**config.mk**
```make
export PLATFORM = sky130hd
export DESIGN_NAME = acs_scan_seq
export DESIGN_NICKNAME = d
export VERILOG_FILES = /design/src/acs_pkg.sv /design/src/acs_scan_seq.sv
export SDC_FILE = /design/constraint.sdc
export NUM_CORES = 1
export LEC_CHECK = 0
export BUFFER_PORTS_ARGS = -buffer_cell sky130_fd_sc_hd__buf_2
export CORE_ASPECT_RATIO = 1.5
export CORE_MARGIN = 5
export CORE_UTILIZATION = 50
export DETAILED_ROUTE_END_ITERATION = 8
export MAX_ROUTING_LAYER = met4
export PLACE_DENSITY = 0.68
export REMOVE_ABC_BUFFERS = 1
export SYNTH_ARGS = -nofsm -noshare
export SYNTH_HDL_FRONTEND = slang
export SYNTH_SLANG_ARGS = --single-unit
```
**constraint.sdc**
```tcl
create_clock -name clock_i -period 8.12 [get_ports clock_i]
set_input_delay 1.624 -clock clock_i [delete_from_list [all_inputs] [get_ports clock_i]]
set_output_delay 1.624 -clock clock_i [all_outputs]
set_load 0.05 [all_outputs]
```
**src/acs_pkg.sv**
```systemverilog
// Package for the channel scan sequencer: config fields, variants, states.
// Assumes a single 100 MHz clock domain and a plain strobe register port.
package acs_pkg;

    // Register offsets on the plain port
    localparam logic [1:0] ACS_OFF_CFG    = 2'h0;  // Config register
    localparam logic [1:0] ACS_OFF_STATUS = 2'h1;  // Scan status
    localparam logic [1:0] ACS_OFF_RESULT = 2'h2;  // Result pop
    localparam logic [1:0] ACS_OFF_START  = 2'h3;  // Write starts a scan

    // Config field positions
    localparam int ACS_F_SGL   = 0;
    localparam int ACS_F_CS_LO = 1;
    localparam int ACS_F_CS_HI = 4;
    localparam int ACS_F_SCAN_MODE_LO = 5;
    localparam int ACS_F_SCAN_MODE_HI = 6;
    localparam int ACS_F_REF_PIN_SELECT  = 7;
    localparam int ACS_F_EXTCK = 8;

    // Reset value: single-ended, input 0, scan 00, pin as analog input
    localparam logic [8:0] ACS_CFG_RST = 9'h001;

    // Variants
    localparam logic [1:0] ACS_VAR_4  = 2'h0;
    localparam logic [1:0] ACS_VAR_8  = 2'h1;
    localparam logic [1:0] ACS_VAR_12 = 2'h2;

    // Scan modes
    localparam logic [1:0] ACS_SCAN_UP     = 2'h0;
    localparam logic [1:0] ACS_SCAN_REPEAT = 2'h1;
    localparam logic [1:0] ACS_SCAN_UPPER  = 2'h2;
    localparam logic [1:0] ACS_SCAN_SINGLE = 2'h3;

    localparam logic [3:0] ACS_REPEAT_CNT = 4'h8;  // Repeat mode count
    localparam logic [3:0] ACS_START_HI   = 4'h6;  // Upper scan start, 8/12 in
    localparam logic [3:0] ACS_START_LO   = 4'h2;  // Upper scan start, 4 in
    localparam logic [3:0] ACS_CODE_RSV   = 4'hc;  // First reserved code
    localparam logic [3:0] ACS_TOP_PAIR4  = 4'h2;  // Top pair base, 4 in
    localparam logic [3:0] ACS_TOP_PAIR12 = 4'ha;  // Top pair base, 12 in
    localparam logic [3:0] ACS_GND        = 4'hf;  // Mux code meaning ground
    localparam int         ACS_DEPTH      = 16;    // Result memory entries
    localparam int         ACS_AW         = 4;

    // Mux selection handed to the analog front end
    typedef struct packed {
        logic [3:0] pos;   // Positive input, ACS_GND = ground
        logic [3:0] neg;   // Negative input, ACS_GND = ground
    } acs_mux_t;

    typedef enum logic [1:0] {
        ACS_IDLE,
        ACS_CONV,
        ACS_WAIT
    } acs_state_t;

endpackage

```
**src/acs_scan_seq.sv**
```systemverilog
// Channel selection and scan sequencer of a multichannel 8-bit converter.
// Assumes a converter core that takes conv_req_o and answers with conv_done_i.
//
// Local design decisions: strobed register access and the register offsets.
`timescale 1ns/10ps
module acs_scan_seq
    import acs_pkg::*;
#(
    parameter logic [1:0] VARIANT = ACS_VAR_12  // Input count variant
) (
    input  wire logic       clock_i,      // 100 MHz clock
    input  wire logic       srst_i,       // Sync reset, active high
    input  wire logic       ce_i,         // Clock enable
    input  wire logic [1:0] addr_i,       // Register address
    input  wire logic [8:0] wdata_i,      // Write data
    input  wire logic       wr_i,         // Write strobe
    input  wire logic       rd_i,         // Read strobe
    output logic      [8:0] rdata_o,      // Read data, next cycle
    input  wire logic       host_nack_i,  // Host NACK pulse, stops ext scans in scan 01 or 11
    output logic            conv_req_o,   // Start one conversion
    output acs_mux_t        mux_o,        // Input selection
    input  wire logic       conv_done_i,  // Conversion finished pulse
    input  wire logic [7:0] conv_data_i,  // Result with conv_done_i
    output logic            ref_pin_o,    // Shared pin used as reference
    output logic            busy_o        // Scan in progress
);

    // Configuration and state registers
    logic [8:0]       cfg_q;
    acs_state_t       st_q, st_d;
    logic [3:0]       ch_q, ch_d;    // Current channel or pair index
    logic [3:0]       cnt_q, cnt_d;  // Conversions done in this scan
    logic [7:0]       mem_q [ACS_DEPTH];
    logic [ACS_AW-1:0] wp_q, rp_q;
    logic [ACS_AW:0]  fill_q;
    logic [8:0]       rdata_q;

    // Decoded configuration
    wire       sgl_w   = cfg_q[ACS_F_SGL];
    wire [1:0] scan_w  = {cfg_q[ACS_F_SCAN_MODE_HI], cfg_q[ACS_F_SCAN_MODE_LO]};
    wire       ref_pin_select_w  = cfg_q[ACS_F_REF_PIN_SELECT];
    wire       extck_w = cfg_q[ACS_F_EXTCK];
    wire [3:0] cs_raw  = cfg_q[ACS_F_CS_HI:ACS_F_CS_LO];
    // Variant masking of the select code
    wire [3:0] cs_w = (VARIANT == ACS_VAR_4) ? {2'h0, cs_raw[1:0]} :
                      (VARIANT == ACS_VAR_8) ? {1'h0, cs_raw[2:0]} :
                      cs_raw;
    wire       rsv_w    = (cs_w >= ACS_CODE_RSV);
    wire       has_sh_w = (VARIANT != ACS_VAR_8);
    wire [3:0] shared_w = (VARIANT == ACS_VAR_4) ? ACS_TOP_PAIR4 + 4'h1
                                                 : ACS_TOP_PAIR12 + 4'h1;
    assign ref_pin_o = ref_pin_select_w & has_sh_w;

    // First channel and last channel of a scan
    wire [3:0] up_start_w = (VARIANT == ACS_VAR_4) ? ACS_START_LO : ACS_START_HI;
    wire       multi_w    = ~scan_w[0];                               // Scan 00 or 10
    wire [3:0] first_w    = (scan_w == ACS_SCAN_UP)    ? 4'h0 :
                            (scan_w == ACS_SCAN_UPPER) ? up_start_w
                                                       : cs_w;
    wire [3:0] last_w = (scan_w == ACS_SCAN_UPPER && cs_w < up_start_w)
                        ? up_start_w : cs_w;
    // Differential scans step by pairs: bit 0 picks even or odd polarity
    wire [3:0] first_d_w = (sgl_w | ~multi_w) ? first_w
                                              : {first_w[3:1], cs_w[0]};
    wire [3:0] step_w    = (sgl_w | ~multi_w) ? 4'h1 : 4'h2;
    wire       at_last_w = (ch_q[3:1] >= last_w[3:1]) &
                           (sgl_w | ~multi_w ? ch_q >= last_w : 1'b1);

    // Mux code from the current channel
    wire [3:0] pair_p_w = ch_q;
    wire [3:0] pair_n_w = {ch_q[3:1], ~ch_q[0]};
    wire       top_pr_w = ref_pin_o & (ch_q[3:1] == shared_w[3:1]);
    acs_mux_t  mux_w;
    assign mux_w.pos = sgl_w ? ((ref_pin_o && ch_q == shared_w) ? ACS_GND : ch_q)
                             : ((top_pr_w && pair_p_w == shared_w) ? ACS_GND
                                                                   : pair_p_w);
    assign mux_w.neg = sgl_w ? ACS_GND
                             : ((top_pr_w && pair_n_w == shared_w) ? ACS_GND
                                                                   : pair_n_w);

    // Scan end decision after each conversion
    wire start_w = wr_i & (addr_i == ACS_OFF_START) & ~rsv_w;
    wire rep_w   = (scan_w == ACS_SCAN_REPEAT);
    wire done_w  = extck_w & ~multi_w ? host_nack_i :
                   rep_w ? (cnt_q + 4'h1 >= ACS_REPEAT_CNT) :
                   ~multi_w ? 1'b1 :
                   at_last_w;

    // Sequencer state machine
    always_comb begin
        st_d  = st_q;
        ch_d  = ch_q;
        cnt_d = cnt_q;
        case (st_q)
            ACS_IDLE: begin
                if (start_w) begin
                    st_d  = ACS_CONV;
                    ch_d  = first_d_w;
                    cnt_d = 4'h0;
                end
            end
            ACS_CONV: st_d = ACS_WAIT;
            ACS_WAIT: begin
                if (extck_w && !multi_w && host_nack_i) begin
                    st_d = ACS_IDLE;
                end else if (conv_done_i) begin
                    cnt_d = cnt_q + 4'h1;
                    if (done_w && !(extck_w && !multi_w)) begin
                        st_d = ACS_IDLE;
                    end else begin
                        st_d = ACS_CONV;
                        if (multi_w) begin
                            ch_d = ch_q + step_w;
                        end
                    end
                end
            end
            default: st_d = ACS_IDLE;
        endcase
    end

    assign conv_req_o = (st_q == ACS_CONV);
    assign busy_o     = (st_q != ACS_IDLE);
    wire pop_w = rd_i & (addr_i == ACS_OFF_RESULT) & (fill_q != '0);
    wire push_w = (st_q == ACS_WAIT) & conv_done_i;

    // Read data mux
    wire [8:0] rmux_w = (addr_i == ACS_OFF_CFG)    ? cfg_q :
                        (addr_i == ACS_OFF_STATUS) ? {3'h0, fill_q, busy_o} :
                        (addr_i == ACS_OFF_RESULT) ? {1'h0, mem_q[rp_q]} : 9'h000;

    // State and config registers
    always_ff @(posedge clock_i) begin
        if (srst_i) begin
            cfg_q <= ACS_CFG_RST;
            st_q  <= ACS_IDLE;
            ch_q  <= 4'h0;
            cnt_q <= 4'h0;
        end else if (ce_i) begin
            if (wr_i && addr_i == ACS_OFF_CFG && !busy_o) begin
                cfg_q <= wdata_i;
            end
            st_q  <= st_d;
            ch_q  <= ch_d;
            cnt_q <= cnt_d;
        end
    end

    // Result memory in conversion order; new scan restarts it
    always_ff @(posedge clock_i) begin
        if (srst_i) begin
            wp_q    <= '0;
            rp_q    <= '0;
            fill_q  <= '0;
            rdata_q <= 9'h000;
        end else if (ce_i) begin
            rdata_q <= rd_i ? rmux_w : 9'h000;
            if (start_w && st_q == ACS_IDLE) begin
                wp_q   <= '0;
                rp_q   <= '0;
                fill_q <= '0;
            end else begin
                if (push_w) begin
                    mem_q[wp_q] <= conv_data_i;
                    wp_q        <= wp_q + 1'b1;
                end
                if (pop_w) begin
                    rp_q <= rp_q + 1'b1;
                end
                if (push_w && !pop_w && fill_q != ACS_DEPTH[ACS_AW:0]) begin
                    fill_q <= fill_q + 1'b1;
                end else if (pop_w && !push_w) begin
                    fill_q <= fill_q - 1'b1;
                end
            end
        end
    end

    // Registered data outputs
    always_ff @(posedge clock_i) begin
        if (srst_i) begin
            mux_o <= '0;
        end else if (ce_i) begin
            mux_o <= mux_w;
        end
    end
    assign rdata_o = rdata_q;

    // Helper count of requests since the scan began; it saturates so that a
    // runaway scan still trips the total checks instead of wrapping to zero
    logic [4:0] req_cnt_q;
    always_ff @(posedge clock_i) begin
        if (srst_i) begin
            req_cnt_q <= 5'h00;
        end else if (ce_i) begin
            if (start_w && st_q == ACS_IDLE) begin
                req_cnt_q <= 5'h00;
            end else if (conv_req_o && req_cnt_q != 5'h1f) begin
                req_cnt_q <= req_cnt_q + 5'h01;
            end
        end
    end
endmodule

```
==> Flow_metrics.wiki <==
{| class="wikitable"
! Metric !! Value
|-
| Post-placement cell count || between 800 and 900
|-
| Internal Power || between 1000 and 1500 uW
|-
| VDD IR max || approximately 0.16 mV
|-
| Total GRT Usage || around 22%
|-
| Final period util || 45.2%
|-
| Max frequency || ~0.27 GHz
|-
| Share of total power in sequential cells || a little over half
|-
| Ranking of synthesized cells by area || edfxtp_1, dfxtp_1, mux2i_1, mux4_2, ha_1
|-
| Portion of synthesized cell area occupied by the leading cell type || 48.9%
|-
| Distinct cell type count of the synthesized netlist || 63
|-
| Total of buffers placed on input and output ports || 45
|-
| Fraction of power spent switching nets || between 20% and 30%
|-
| Switching power || ~430 uW
|-
| Async set-reset flop share out of synthesis || 0%
|-
| CTS tree || built
|-
| CP max stage cell || nor3_1
|-
| Uppermost routed layer || met4
|-
| Final WS setup || between 4000 and 5000 ps
|-
| FF-to-FF path depth || 9
|-
| Final hold violations || 0
|-
| Leftover overflow at the end of global routing || 0
|-
| Vias post-DR || between 5000 and 6000
|-
| Result of the run || complete, no violations
|-
| Cell area after synthesis || roughly 7900 um^2
|-
| CTS Buf Count || 17
|-
| Setup repair after global routing missed its margin || no
|-
| Reg-to-reg critical path endpoint || ch_q[3]
|-
| Syn_area_per_cell || approximately 13 um^2
|-
| Pins over their slew limit || 0
|-
| Share of power burned in combinational logic || 3.6%
|-
| Endpoint of the worst hold path || rdata_o[8]
|-
| Number of gates resized after cts || 0
|-
| Antenna violations before repair || 0
|-
| Pwr/cell area || ~210 nW/um^2
|-
| Number of standard-cell rows in the floorplan || 56
|-
| Non-filler instance count after layout || roughly 850
|-
| Yosys warning total || 0
|-
| Clock latency on the worst-skew pair || roughly 440 ps
|-
| Final weighted congestion in routability-driven placement || ~0.93
|-
| CP endpoint kind || flop
|-
| Maximum number of pins on one net before global-route repair || 55
|-
| Combined buffer and inverter count along the critical path || 1
|-
| M1 WL || 7520 um
|-
| Flop-to-flop setup slack || 5230 ps
|-
| Number of endpoints failing setup at the final stage || 0
|-
| Leak Pwr || ~0.0031 uW
|-
| Area Growth Syn to Fin || 12.1%
|-
| Inserted Diodes || 0
|-
| Area of the die || 18400 um^2
|-
| Number of flops mapped to enable cells by yosys || 128
|-
| Hold WC Path Type || reg2reg
|-
| Height of the chip || between 150 and 200 um
|-
| Ratio of routed vias to standard cells || around 5.9
|-
| Worst-case hold slack || between 400 and 500 ps
|-
| Routed met3 length || roughly 900 um
|-
| Critical Path Max Stage Delay || roughly 850 ps
|-
| DPL Wire Length || roughly 13000 um
|-
| Kind of critical path || in2reg
|-
| Sequential element share of the synthesized area || between 60% and 70%
|-
| Share of final-layout standard cells stronger than drive strength 1 || between 10% and 20%
|-
| Average detailed-routed wire length per instance || about 22 um
|-
| Arrival time reported for the critical path endpoint || 3720 ps
|-
| Maximum level of the CTS H-tree || 4
|-
| Worst Path Max Fanout || 25
|-
| Number of storage elements in the synthesis netlist || 181
|-
| Synthesized instance count || 598
|-
| Least-Margin Pin Slew || approximately 1100 ps
|-
| Total I/O pin count || between 40 and 50
|-
| Worst slack at placement || roughly 4000 ps
|-
| TritonRoute pass-1 iters || 4
|-
| Antenna Violating Nets Remaining || 0
|-
| CTS root buf || clkbuf_16
|-
| Clock skew after layout || 12.6 ps
|-
| Maximum count of clock buffers along a single path || 2
|-
| Crit path cell chain || buf_2 -> nand4b_2 -> nor2_1 -> nand2_1 -> nor3_1
|-
| Setup Fix Bufs, Post-CTS || 0
|-
| Remaining DRCs || 0
|-
| Min-delay src || rdata_o[8]
|-
| Final #Nets || slightly below 700
|-
| Global-route wire length before repair || about 29000 um
|-
| Die Span X || ~110 um
|-
| TritonCTS sink count || approximately 180
|-
| Clk pwr share || approximately 43%
|-
| Reported max-cap violation count || 0
|-
| Clock input transition at the sequential cells of the worst setup and hold paths || about 70 ps
|-
| Shortest period the worst path allows || 3670 ps
|-
| Type of element launching the critical path || input port
|-
| Initial cell density of the core || around half
|-
| Total Wirelength || about 19000 um
|-
| CP top delay family || simple AND/OR/NAND/NOR gates
|-
| Max-Slew Margin vs Limit || between 20% and 30%
|-
| Core Area || 15600 um^2
|-
| Met2 routed WL || between 9000 and 10000 um
|-
| Starting DRT DRC Count || roughly 450
|-
| Number of hold-repair buffers added at the cts stage || 0
|-
| Worst path required time || approximately 8000 ps
|-
| Worst hold path depth || 2
|-
| Final total negative setup slack || 0 ps
|-
| Crit Reg-Reg Startpoint || cfg_q[5]
|-
| Via count of the first global-routing pass || 5007
|-
| Top cell type by total area after synthesis || edfxtp_1
|-
| Top flip-flop cell by instance count after synthesis || edfxtp_1
|}
worst max path at each step:
stage,from,end,cells past startpoint
4_1_cts,ce_i,mem_q[0][0],5
3_3_place_gp,ce_i,mem_q[1][0],5
3_5_place_dp,ce_i,mem_q[0][2],5
6_report,ce_i,mem_q[2][7],5
5_1_grt,ce_i,mem_q[1][3],5
2_1_floorplan,addr_i[1],fill_q[4],9
sequential cells by signal, indices dropped and copies added, names as in the netlist, named ones only:
signal   count
mux_o        8
st_q         2
rdata_o      9
ch_q         4
fill_q       5
cnt_q        4
cfg_q        9
wp_q         4
rp_q         4
mem_q      128
cell type report:
class                           instances  area, um^2
Clock buffer                           17         425
Clock inverter                         15         165
Fill cell                            1284        6740
Inverter                               19        71.3
Multi-Input combinational cell        365        2740
Sequential cell                       181        4910
Tap cell                              203         254
Timing Repair Buffer                   49         255
synthesized netlist by cell type (all sizes together), types with 3 or more instances:
cell	instances
nand3	14
mux4	16
mux2i	40
a221oi	11
nand2	34
o211ai	6
inv	19
and2	4
or2	5
buf	17
nor3	7
nand2b	5
o21ai	15
dfxtp	53
nand4	4
edfxtp	128
o22ai	5
mux2	5
nor2	51
clkbuf	16
or3	3
and3	4
a21oi	29
a22o	4
a211oi	17
ha	16
o31ai	3
nor2b	20
xor2	7
logic make-up after synthesis:
family                   Yosys count  synth area share [%]
multiplexers                      61                  10.4
flip-flops                       181                  62.4
buffers and inverters             52                  2.82
XOR/XNOR                           9                  1.00
adder cells (fa/ha/maj)           18                  3.05
AO/OA/AOI/OAI                    115                  10.1
AND/OR/NAND/NOR                  162                  10.3
tightest hold or removal path, cell delays in order, from the launching register on:
cell and delay (ps):
dfxtp_1 310, nand2_1 60, a21oi_1 50
placed cells by master (no fill, tap or decap), types with 3 or more instances in the layout:
cell type	instances
edfxtp_1	128
buf_4	4
a21oi_1	29
clkbuf_16	17
or2_2	5
clkinv_4	3
o21ai_0	14
dfxtp_1	52
mux2_2	5
mux2i_1	40
nand2_1	34
inv_8	6
nor2b_1	20
nor2_1	51
ha_1	16
buf_2	45
o31ai_1	3
a211oi_1	17
nand4_1	4
and2_1	4
xor2_1	7
nand2b_1	5
a221oi_1	10
mux4_2	16
nand3_1	14
inv_1	19
a22o_1	4
or3_1	3
nor3_1	6
o211ai_1	6
o22ai_1	5
and3_1	4
power groups by stage:
stage	Combinational [uW]	Clock (uW)	Sequential, uW
2_1_floorplan	23.2	0	1020
3_3_place_gp	66.5	0	1020
3_5_place_dp	68.3	0	1020
4_1_cts	68.5	824	995
5_1_grt	74.1	863	995
6_report	68.1	810	995
per-layer routing:
| layer | vias up | GRT usage (%) |
|---|---|---|
| met5 | - | - |
| met4 | 0 | 8.42 |
| met3 | 37 | 4.86 |
| met2 | 173 | 36.5 |
| met1 | 2489 | 25.2 |
| li1 | 2337 | - |
through the flow:
step / utilization (%) / area (um^2) / power (uW)
6_report: 56.7 / 8810 / 1870
5_1_grt: 56.7 / 8810 / 1930
4_1_cts: 56.7 / 8810 / 1890
3_5_place_dp: 52.9 / 8220 / 1080
3_3_place_gp: 52.9 / 8220 / 1080
2_1_floorplan: - / 7710 / 1050
Power figures use the tool's default switching activity.
